--- src/vrcr_pkg.sv ---
// Package: register map, field positions and reset values
package vrcr_pkg;
  localparam logic [15:0] OFS_MON_DAC      = 16'h8138;
  localparam logic [15:0] OFS_BOARD_INFO   = 16'h8140;
  localparam logic [15:0] OFS_MON_FUNC     = 16'h8144;
  localparam logic [15:0] OFS_EVT_WORDS    = 16'h814c;
  localparam logic [15:0] OFS_CTRL         = 16'hef00;
  localparam logic [15:0] OFS_STATUS       = 16'hef04;
  localparam logic [15:0] OFS_SLOT_ID      = 16'hef08;
  localparam logic [15:0] OFS_MCAST        = 16'hef0c;
  localparam logic [15:0] OFS_BASE_RELOCATION_ENABLE        = 16'hef10;
  localparam logic [15:0] OFS_VECTOR       = 16'hef14;
  localparam logic [15:0] OFS_EVT_THRESH   = 16'hef18;
  localparam logic [15:0] OFS_BLT_EVENTS   = 16'hef1c;
  localparam logic [15:0] OFS_SCRATCH      = 16'hef20;
  localparam logic [15:0] OFS_SW_RESET     = 16'hef24;
  localparam logic [15:0] OFS_SW_CLEAR     = 16'hef28;
  // Control field positions
  localparam int CTRL_RELEASE_BIT = 7;
  localparam int CTRL_BASE_RELOCATION_ENABLE_BIT   = 6;
  localparam int CTRL_ALIGN_BIT   = 5;
  localparam int CTRL_BERR_BIT    = 4;
  localparam int CTRL_OPTIRQ_BIT  = 3;
  // Status field positions
  localparam int STAT_BERR_BIT  = 2;
  localparam int STAT_FULL_BIT  = 1;
  localparam int STAT_READY_BIT = 0;
  // Reset values
  localparam logic [7:0]  CTRL_RST     = 8'h00;
  localparam logic [11:0] MON_DAC_RST  = 12'h000;
  localparam logic [2:0]  MON_FUNC_RST = 3'h0;
  localparam logic [4:0]  SLOT_ID_RST  = 5'h00;
  localparam logic [9:0]  MCAST_RST    = 10'h000;
  localparam logic [15:0] BASE_RELOCATION_ENABLE_RST    = 16'h0000;
  localparam logic [31:0] VECTOR_RST   = 32'h00000000;
  localparam logic [9:0]  THRESH_RST   = 10'h000;
  localparam logic [7:0]  BLT_RST      = 8'h00;
  localparam logic [31:0] SCRATCH_RST  = 32'h00000000;
  // Monitor function codes
  typedef enum logic [2:0] {
    MON_MAJORITY = 3'h0,
    MON_SAWTOOTH = 3'h1,
    MON_RESERVED = 3'h2,
    MON_OCCUPANCY = 3'h3,
    MON_VOLTAGE  = 3'h4
  } vrcr_mon_t;
  // Daisy-chain roles
  typedef enum logic [1:0] {
    CHAIN_OFF   = 2'h0,
    CHAIN_LAST  = 2'h1,
    CHAIN_FIRST = 2'h2,
    CHAIN_MID   = 2'h3
  } vrcr_chain_t;
endpackage

--- src/vrcr_regs.sv ---
// Bus-interface control and status register bank
// Summary of operation
// - Twelve-bit monitor level register, voltage mode
// - Read-only board info: memory size, type
// - Three-bit code selects analog monitor function
// - Report word count of next event
// - Control bit 7 selects interrupt release mode
// - Optical link interrupts always release on access
// - Writing level zero drops pending request
// - Acknowledge drops bus request when bit 7 is set; nonzero level re-arms
// - Control bit 6 selects base address source
// - Control bit 5 enables 64-bit alignment
// - Bit 3 optical interrupt; bits 2:0 level
// - Bus error flag, cleared by status read
// - Status shows buffer full and event ready
// - Slot ID from backplane or writable register
// - Two-bit daisy-chain role field
// - Eight-bit multicast address high bits
// - Relocation supplies base address bits 31:16
// - Drive status/ID value during acknowledge
// - Interrupt when stored events exceed threshold
// - Eight-bit events per block transfer
// - Writes pulse memory clear or software reset
`timescale 1ns/100ps
module vrcr_regs #(
  parameter bit         EXT_BACKPLANE = 1'b0,
  // Arbitrary neutral value
  parameter logic [7:0] BOARD_TYPE    = 8'h00,
  parameter logic [7:0] MEM_MBYTES    = 8'h01
) (
  input  wire logic        clk_sys,
  input  wire logic        rst_n,
  input  wire logic        regWrite,
  input  wire logic        regRead,
  input  wire logic [15:0] regAddr,
  input  wire logic [31:0] regWdata,
  output logic      [31:0] regRdata,
  input  wire logic        intAck,
  input  wire logic [2:0]  intAckLevel,
  output logic      [31:0] intAckData,
  output logic      [2:0]  vmeIrqLevel,
  output logic             vmeIrq,
  output logic             opticalIrq,
  input  wire logic [31:0] nextEventWords,
  input  wire logic [9:0]  storedEvents,
  input  wire logic        bufferFull,
  input  wire logic        eventReady,
  input  wire logic        busErrorEvent,
  input  wire logic [4:0]  backplaneSlot,
  input  wire logic [15:0] rotaryBase,
  output logic      [15:0] baseAddrHigh,
  output logic             alignEnable,
  output logic             busErrorEnable,
  output logic      [11:0] monitorLevel,
  output logic      [2:0]  monitorFunction,
  output logic      [4:0]  headerBoardId,
  output logic      [1:0]  chainRole,
  output logic      [7:0]  multicastHigh,
  output logic      [7:0]  bltEvents,
  output logic             memoryClear,
  output logic             softReset
);

  //////////////////////////////////////////////////////////////////////////
  logic [7:0]  ctrl_r;
  logic [11:0] monDac_r;
  logic [2:0]  monFunc_r;
  logic [4:0]  slotId_r;
  logic [9:0]  mcast_r;
  logic [15:0] base_relocation_enable_r;
  logic [31:0] vector_r;
  logic [9:0]  thresh_r;
  logic [7:0]  blt_r;
  logic [31:0] scratch_r;
  logic        berrFlag_r;
  logic        vmeArmed_r;
  logic        vmePend_r;
  logic        optPend_r;
  logic [4:0]  slotSync1_r;
  logic [4:0]  slotSync2_r;
  logic [15:0] rotSync1_r;
  logic [15:0] rotSync2_r;
  logic [31:0] rdata_nxt;
  logic        wrCtrl;
  logic        overThresh;
  logic [2:0]  levelNxt;
  logic [4:0]  slotSrc;

  assign wrCtrl    = regWrite && (regAddr == vrcr_pkg::OFS_CTRL);
  assign levelNxt  = regWdata[2:0];
  assign overThresh = storedEvents > thresh_r;
  // slot source, backplane pins arrive two flops late
  assign slotSrc    = EXT_BACKPLANE ? slotSync2_r : slotId_r;

  //////////////////////////////////////////////////////////////////////////
  // Pins from off-board pass two flops
  always_ff @(posedge clk_sys) begin
    if (!rst_n) begin
      slotSync1_r <= 5'h00;
      slotSync2_r <= 5'h00;
      rotSync1_r  <= 16'h0000;
      rotSync2_r  <= 16'h0000;
    end else begin
      slotSync1_r <= backplaneSlot;
      slotSync2_r <= slotSync1_r;
      rotSync1_r  <= rotaryBase;
      rotSync2_r  <= rotSync1_r;
    end
  end

  //////////////////////////////////////////////////////////////////////////
  // Writable configuration, one block per register
  // control register write
  always_ff @(posedge clk_sys) begin
    if (!rst_n) begin
      ctrl_r <= vrcr_pkg::CTRL_RST;
    end else if (wrCtrl) begin
      ctrl_r <= regWdata[7:0];
    end
  end

  always_ff @(posedge clk_sys) begin
    if (!rst_n) begin
      monDac_r <= vrcr_pkg::MON_DAC_RST;
    end else if (regWrite && (regAddr == vrcr_pkg::OFS_MON_DAC)) begin
      monDac_r <= regWdata[11:0];
    end
  end

  always_ff @(posedge clk_sys) begin
    if (!rst_n) begin
      monFunc_r <= vrcr_pkg::MON_FUNC_RST;
    end else if (regWrite && (regAddr == vrcr_pkg::OFS_MON_FUNC)) begin
      monFunc_r <= regWdata[2:0];
    end
  end

  // writable slot id
  // Stored on both variants; backplane variant never reads it
  always_ff @(posedge clk_sys) begin
    if (!rst_n) begin
      slotId_r <= vrcr_pkg::SLOT_ID_RST;
    end else if (regWrite && (regAddr == vrcr_pkg::OFS_SLOT_ID)) begin
      slotId_r <= regWdata[4:0];
    end
  end

  always_ff @(posedge clk_sys) begin
    if (!rst_n) begin
      mcast_r <= vrcr_pkg::MCAST_RST;
    end else if (regWrite && (regAddr == vrcr_pkg::OFS_MCAST)) begin
      mcast_r <= regWdata[9:0];
    end
  end

  always_ff @(posedge clk_sys) begin
    if (!rst_n) begin
      base_relocation_enable_r <= vrcr_pkg::BASE_RELOCATION_ENABLE_RST;
    end else if (regWrite && (regAddr == vrcr_pkg::OFS_BASE_RELOCATION_ENABLE)) begin
      base_relocation_enable_r <= regWdata[15:0];
    end
  end

  always_ff @(posedge clk_sys) begin
    if (!rst_n) begin
      vector_r <= vrcr_pkg::VECTOR_RST;
    end else if (regWrite && (regAddr == vrcr_pkg::OFS_VECTOR)) begin
      vector_r <= regWdata;
    end
  end

  always_ff @(posedge clk_sys) begin
    if (!rst_n) begin
      thresh_r <= vrcr_pkg::THRESH_RST;
    end else if (regWrite && (regAddr == vrcr_pkg::OFS_EVT_THRESH)) begin
      thresh_r <= regWdata[9:0];
    end
  end

  always_ff @(posedge clk_sys) begin
    if (!rst_n) begin
      blt_r <= vrcr_pkg::BLT_RST;
    end else if (regWrite && (regAddr == vrcr_pkg::OFS_BLT_EVENTS)) begin
      blt_r <= regWdata[7:0];
    end
  end

  // Scratch word for bus tests
  always_ff @(posedge clk_sys) begin
    if (!rst_n) begin
      scratch_r <= vrcr_pkg::SCRATCH_RST;
    end else if (regWrite && (regAddr == vrcr_pkg::OFS_SCRATCH)) begin
      scratch_r <= regWdata;
    end
  end

  //////////////////////////////////////////////////////////////////////////
  // sticky flag, new error beats read clear
  always_ff @(posedge clk_sys) begin
    if (!rst_n) begin
      berrFlag_r <= 1'b0;
    end else if (busErrorEvent) begin
      berrFlag_r <= 1'b1;
    end else if (regRead && (regAddr == vrcr_pkg::OFS_STATUS)) begin
      berrFlag_r <= 1'b0;
    end
  end

  //////////////////////////////////////////////////////////////////////////
  // Bus interrupt request
  always_ff @(posedge clk_sys) begin
    if (!rst_n) begin
      vmeArmed_r <= 1'b1;
      vmePend_r  <= 1'b0;
    end else if (wrCtrl) begin
      vmeArmed_r <= levelNxt != 3'h0;
      vmePend_r  <= (levelNxt != 3'h0) && vmePend_r;
    end else if (intAck && vmePend_r && ctrl_r[vrcr_pkg::CTRL_RELEASE_BIT]
                 && (intAckLevel == ctrl_r[2:0])) begin
      vmePend_r  <= 1'b0;
      vmeArmed_r <= 1'b0;
    end else if (overThresh && vmeArmed_r && (ctrl_r[2:0] != 3'h0)) begin
      vmePend_r <= 1'b1;
    end
  end

  // optical link releases on access only
  always_ff @(posedge clk_sys) begin
    if (!rst_n) begin
      optPend_r <= 1'b0;
    end else if (wrCtrl && !regWdata[vrcr_pkg::CTRL_OPTIRQ_BIT]) begin
      optPend_r <= 1'b0;
    end else if (wrCtrl && (levelNxt == 3'h0)) begin
      optPend_r <= 1'b0;
    end else if (overThresh && ctrl_r[vrcr_pkg::CTRL_OPTIRQ_BIT]
                 && (ctrl_r[2:0] != 3'h0)) begin
      // Level zero disables, else a clear would refire at once
      optPend_r <= 1'b1;
    end
  end

  //////////////////////////////////////////////////////////////////////////
  // Read mux
  always_comb begin
    rdata_nxt = 32'h00000000;
    case (regAddr)
      vrcr_pkg::OFS_MON_DAC:    rdata_nxt = {20'h00000, monDac_r};
      vrcr_pkg::OFS_BOARD_INFO: rdata_nxt = {16'h0000, MEM_MBYTES,
                                             BOARD_TYPE};
      vrcr_pkg::OFS_MON_FUNC:   rdata_nxt = {29'h00000000, monFunc_r};
      vrcr_pkg::OFS_EVT_WORDS:  rdata_nxt = nextEventWords;
      vrcr_pkg::OFS_CTRL:       rdata_nxt = {24'h000000, ctrl_r};
      vrcr_pkg::OFS_STATUS:     rdata_nxt = {29'h00000000, berrFlag_r,
                                             bufferFull, eventReady};
      vrcr_pkg::OFS_SLOT_ID:    rdata_nxt = {27'h0000000, slotSrc};
      vrcr_pkg::OFS_MCAST:      rdata_nxt = {22'h000000, mcast_r};
      vrcr_pkg::OFS_BASE_RELOCATION_ENABLE:      rdata_nxt = {16'h0000, base_relocation_enable_r};
      vrcr_pkg::OFS_VECTOR:     rdata_nxt = vector_r;
      vrcr_pkg::OFS_EVT_THRESH: rdata_nxt = {22'h000000, thresh_r};
      vrcr_pkg::OFS_BLT_EVENTS: rdata_nxt = {24'h000000, blt_r};
      vrcr_pkg::OFS_SCRATCH:    rdata_nxt = scratch_r;
      default:                  rdata_nxt = 32'h00000000;
    endcase
  end

  //////////////////////////////////////////////////////////////////////////
  // Read data stands one cycle, zero otherwise
  always_ff @(posedge clk_sys) begin
    if (!rst_n) begin
      regRdata <= 32'h00000000;
    end else begin
      regRdata <= regRead ? rdata_nxt : 32'h00000000;
    end
  end

  //////////////////////////////////////////////////////////////////////////
  // vector on acknowledge
  // Zero outside acknowledge keeps the data lines quiet
  always_ff @(posedge clk_sys) begin
    if (!rst_n) begin
      intAckData <= 32'h00000000;
    end else begin
      intAckData <= intAck ? vector_r : 32'h00000000;
    end
  end

  //////////////////////////////////////////////////////////////////////////
  // Interrupt request outputs
  always_ff @(posedge clk_sys) begin
    if (!rst_n) begin
      vmeIrqLevel <= 3'h0;
      vmeIrq      <= 1'b0;
      opticalIrq  <= 1'b0;
    end else begin
      vmeIrqLevel <= ctrl_r[2:0];
      vmeIrq      <= vmePend_r;
      opticalIrq  <= optPend_r;
    end
  end

  //////////////////////////////////////////////////////////////////////////
  // base source select
  always_ff @(posedge clk_sys) begin
    if (!rst_n) begin
      baseAddrHigh <= 16'h0000;
    end else begin
      baseAddrHigh <= ctrl_r[vrcr_pkg::CTRL_BASE_RELOCATION_ENABLE_BIT] ? base_relocation_enable_r
                                                       : rotSync2_r;
    end
  end

  //////////////////////////////////////////////////////////////////////////
  // Readout mode bits
  always_ff @(posedge clk_sys) begin
    if (!rst_n) begin
      alignEnable    <= 1'b0;
      busErrorEnable <= 1'b0;
    end else begin
      alignEnable    <= ctrl_r[vrcr_pkg::CTRL_ALIGN_BIT];
      busErrorEnable <= ctrl_r[vrcr_pkg::CTRL_BERR_BIT];
    end
  end

  //////////////////////////////////////////////////////////////////////////
  // Configuration copies, one cycle behind the registers
  always_ff @(posedge clk_sys) begin
    if (!rst_n) begin
      monitorLevel    <= vrcr_pkg::MON_DAC_RST;
      monitorFunction <= vrcr_pkg::MON_FUNC_RST;
      headerBoardId   <= vrcr_pkg::SLOT_ID_RST;
      chainRole       <= 2'h0;
      multicastHigh   <= 8'h00;
      bltEvents       <= vrcr_pkg::BLT_RST;
    end else begin
      monitorLevel    <= monDac_r;
      monitorFunction <= monFunc_r;
      headerBoardId   <= slotSrc;
      chainRole       <= mcast_r[9:8];
      multicastHigh   <= mcast_r[7:0];
      bltEvents       <= blt_r;
    end
  end

  //////////////////////////////////////////////////////////////////////////
  // write strobes, one cycle each
  always_ff @(posedge clk_sys) begin
    if (!rst_n) begin
      memoryClear <= 1'b0;
      softReset   <= 1'b0;
    end else begin
      memoryClear <= regWrite && (regAddr == vrcr_pkg::OFS_SW_CLEAR);
      softReset   <= regWrite && (regAddr == vrcr_pkg::OFS_SW_RESET);
    end
  end

endmodule // vrcr_regs

--- config.mk ---
export PLATFORM = sky130hd
export DESIGN_NAME = vrcr_regs
export DESIGN_NICKNAME = d
export VERILOG_FILES = /design/src/vrcr_pkg.sv /design/src/vrcr_regs.sv
export SDC_FILE = /design/constraint.sdc
export NUM_CORES = 1
export LEC_CHECK = 0
export ABC_AREA = 1
export BUFFER_PORTS_ARGS = -buffer_cell sky130_fd_sc_hd__buf_4
export CAP_MARGIN = 20
export CELL_PAD_IN_SITES_DETAIL_PLACEMENT = 1
export CELL_PAD_IN_SITES_GLOBAL_PLACEMENT = 1
export CORE_UTILIZATION = 37
export CTS_BUF_LIST = sky130_fd_sc_hd__clkbuf_2
export DETAILED_ROUTE_END_ITERATION = 7
export PLACE_DENSITY_LB_ADDON = 0.1
export SYNTH_ARGS = -nofsm -noshare
export SYNTH_HDL_FRONTEND = slang
export SYNTH_SLANG_ARGS = --single-unit
--- constraint.sdc ---
create_clock -name clk_sys -period 1.45 [get_ports clk_sys]
set_input_delay 0.29 -clock clk_sys [delete_from_list [all_inputs] [get_ports clk_sys]]
set_output_delay 0.29 -clock clk_sys [all_outputs]
set_load 0.01 [all_outputs]
==> flow_summary_export.csv <==
group,metric,value,unit
outcome,violations,"negative setup slack",
power_and_ir_drop,power_density,874,mW/mm2
grt,antenna_found_initial,4,
floorplan,die_area,0.0317,mm2
timing,fmax,609,MHz
cts,clk_path_buf_depth,3,
setup_path,crit_chain,"buf_6",
worst_hold_path,hold_path.class,"input port to flip-flop",
yosys,synth.top_cell.area_share,52.3,%
yosys,yosysSeqAreaShare,52.3,%
timing,fin_setup_tns,-18.08,ns
place,dp_hpwl,28400,um
floorplan,io_pins,249,
outcome,status,"complete, but fails checks",
place,placedCellCount,2141,
setup_path,critPathMaxFanout,1,
timing,finalMaxSlewViolations,0,
timing,hold-worst-slack,0.00339,ns
setup_path,cp-endpoint,"regRdata[15]",
yosys,yosys_warnings,0,
cts,cts_sinks,299,
yosys,yosysMostFrequentCell,"dfxtp_1",
timing,final-setup-viol-count,130,
route,drt_iter0_drc,647,
setup_path,r2r_start,"thresh_r[9]",
cts,clk_latency,0.90,ns
grt,grt_first_pass_wirelength,68400,um
cts,root_buffer,"clkbuf_2",
route,drt_pass1_iterations,5,
setup_path,worst_setup_path_start_kind,"flip-flop",
setup_path,slowest_delay,0.35,ns
place,gp_congestion,0.846,
timing,fin_crit_sh,113,%
yosys,syn_area,0.0115,mm2
yosys,avgSynthCellArea,7.74,um2
place,dpl_worst_slack,-0.355,ns
floorplan,fp.dieH,178,um
yosys,syn-num-nets,1611,
yosys,ys_seq_elements,299,
floorplan,die_w,178,um
setup_path,reg2reg_to,"vmePend_r",
yosys,synth_cells,1479,
yosys,synth_top_area_cell,"dfxtp_1",
setup_path,end_kind,"primary output",
setup_path,rrSetupSlack,-0.04,ns
setup_path,path_depth,1,
timing,skew,0.0802,ns
grt,grt_pass1_vias,12700,
timing,hold_viol,0,
grt,gr-total-overflow,0,
cells_and_area,syn_to_final_growth,51.2,%
setup_path,rr_worst_depth,7,
grt,grt_max_degree,58,
timing,max_slew_margin,74.4,%
power_and_ir_drop,peakVddDrop,0.000574,V
yosys,ys.flop_type,"dfxtp_1",
setup_path,cp_data_arrival_time,1.35,ns
route,routed_wl,45200,um
setup_path,cp.required,1.16,ns
floorplan,rows,64,
cts,htree_levels,3,
yosys,synth_edf_count,0,
cells_and_area,drive_above_1_share,33.2,%
cts,cts_tree,"built",
yosys,synth_top_cells_by_area,"dfxtp_1 (52%), nand2_1 (8.3%), inv_1 (8.0%), a21oi_1 (6.3%), o21ai_0 (4.9%)",
route,drc,0,
run,cap_violations,0,
timing,rsz0062_at_grt,"yes",
floorplan,core_area,0.0305,mm2
timing,worstMarginPinSlew,0.383,ns
route,detail-route-antenna-nets,0,
route,via_per_inst,4.88,
setup_path,path_delay_family,"flip-flops",
setup_path,worstSetupStartpoint,"regRdata[15]",
cells_and_area,nets,2104,
yosys,yosys-top-cells-count,"dfxtp_1 (299), nand2_1 (254), inv_1 (245), a21oi_1 (144), nor2_1 (119)",
cells_and_area,finalNonFillerCells,2423,
route,vias,11800,
setup_path,path_class,"flip-flop to primary output",
timing,fin_ws,-0.193,ns
setup_path,crit_slowest_cell,"dfxtp_2",
timing,period_needed,1.64,ns
route,avgRoutedWirePerCell,18.7,um
setup_path,critPathBufInv,1,
power_and_ir_drop,power.leakage,8.08,nW
cts,path_clk_slew,0.13,ns
yosys,ys_types,28,
cts,numCtsBuffers,79,
grt,grtUsageTotal,28.3,%
place,port_buffers,243,
floorplan,initial_utilization,37.5,%
yosys,async_reset_ff_share,0,%
## cells in the final DEF (no fill, tap or decap), types with 4 or more instances in the layout
cell type	netlist	final
dlygate4sd3_1	0	138
nand2_2	8	11
buf_4	6	201
buf_12	0	18
o21ai_0	113	111
nand2_4	2	4
a21oi_1	144	142
nand2_1	254	249
clkinv_1	0	16
inv_2	7	11
o21a_1	10	10
dfxtp_2	0	135
inv_1	245	240
nor2_4	9	12
buf_6	9	130
nand3_2	3	8
o221ai_1	12	10
nor3_1	8	7
dfxtp_1	299	161
clkbuf_2	0	111
nor2_2	5	9
nand3_1	96	91
nor2_1	119	112
nand4_1	4	4
ha_4	0	4
ha_1	10	6
o21ai_1	32	34
o211ai_1	14	14
## area by class of cell
type / count / area, um2
fillers: 3708 / 13200
inverters: 252 / 953
well taps: 396 / 495
flip-flops and latches: 299 / 6170
multi-input cells: 851 / 4280
diodes: 3 / 7.51
repair buffers: 489 / 4750
clock inverters: 22 / 104
clock buffers: 111 / 556
## per-layer routing
| layer | GRT usage [%] | part of all wire, % |
|---|---|---|
| met2 | 49.0 | 49 |
| met3 | 4.54 | 5.1 |
| met4 | 10.6 | 2.7 |
| met5 | 0 | 0 |
| met1 | 35.0 | 43 |
## state kept, by name, indices dropped and copies added (netlist names), 12 cells and up
| signal | flops |
|---|---|
| baseAddrHigh | 16 |
| base_relocation_enable_r | 16 |
| intAckData | 32 |
| monDac_r | 12 |
| monitorLevel | 12 |
| regRdata | 32 |
| rotSync1_r | 16 |
| rotSync2_r | 16 |
| scratch_r | 32 |
| vector_r | 32 |
## per-stage QoR
step	power, mW	area (um2)	utilization [%]
finish	15.1	17300	56.7
detailed placement	9.31	14400	47.0
floorplan	8.78	11500	-
CTS	15.2	17100	56.1
global placement	9.28	14400	47.0
global route	15.8	17300	56.7
## worst min-delay path by stage
stage | startpoint | end | cells after the start
final | nextEventWords[8] | regRdata[8] | 5
after global routing | nextEventWords[8] | regRdata[8] | 5
after CTS | storedEvents[1] | vmePend_r | 6
after detailed placement | rotSync1_r[4] | rotSync2_r[4] | 2
after global placement | rotSync1_r[4] | rotSync2_r[4] | 2
after floorplan | rotaryBase[0] | rotSync1_r[0] | 2
## cell families (layout without fill, tap and decap cells)
family | count (synthesis) | count (layout) | share of synthesized area (%)
AO/OA/AOI/OAI | 328 | 328 | 15.3
XOR/XNOR | 3 | 3 | 0.229
adder cells (fa/ha/maj) | 10 | 10 | 1.09
buffers and inverters | 329 | 874 | 11.7
flip-flops | 299 | 299 | 52.3
other | 0 | 3 | 0
AND/OR/NAND/NOR | 510 | 510 | 19.4
## where the power goes
part           switching [mW]  internal, mW  total, mW
clock network            3.63          2.06       5.69
registers              0.0219          8.25       8.28
logic                   0.576         0.594       1.17
## repair_timing
item	in CTS	in global routing
hold endpoints to repair	293	0
cloned	0	1
buffers inserted	0	6
endpoints found under the setup margin	129	155
pin swaps	4	12
hold buffers	144	0
gates resized for setup	247	65
Power figures use the tool's default switching activity.
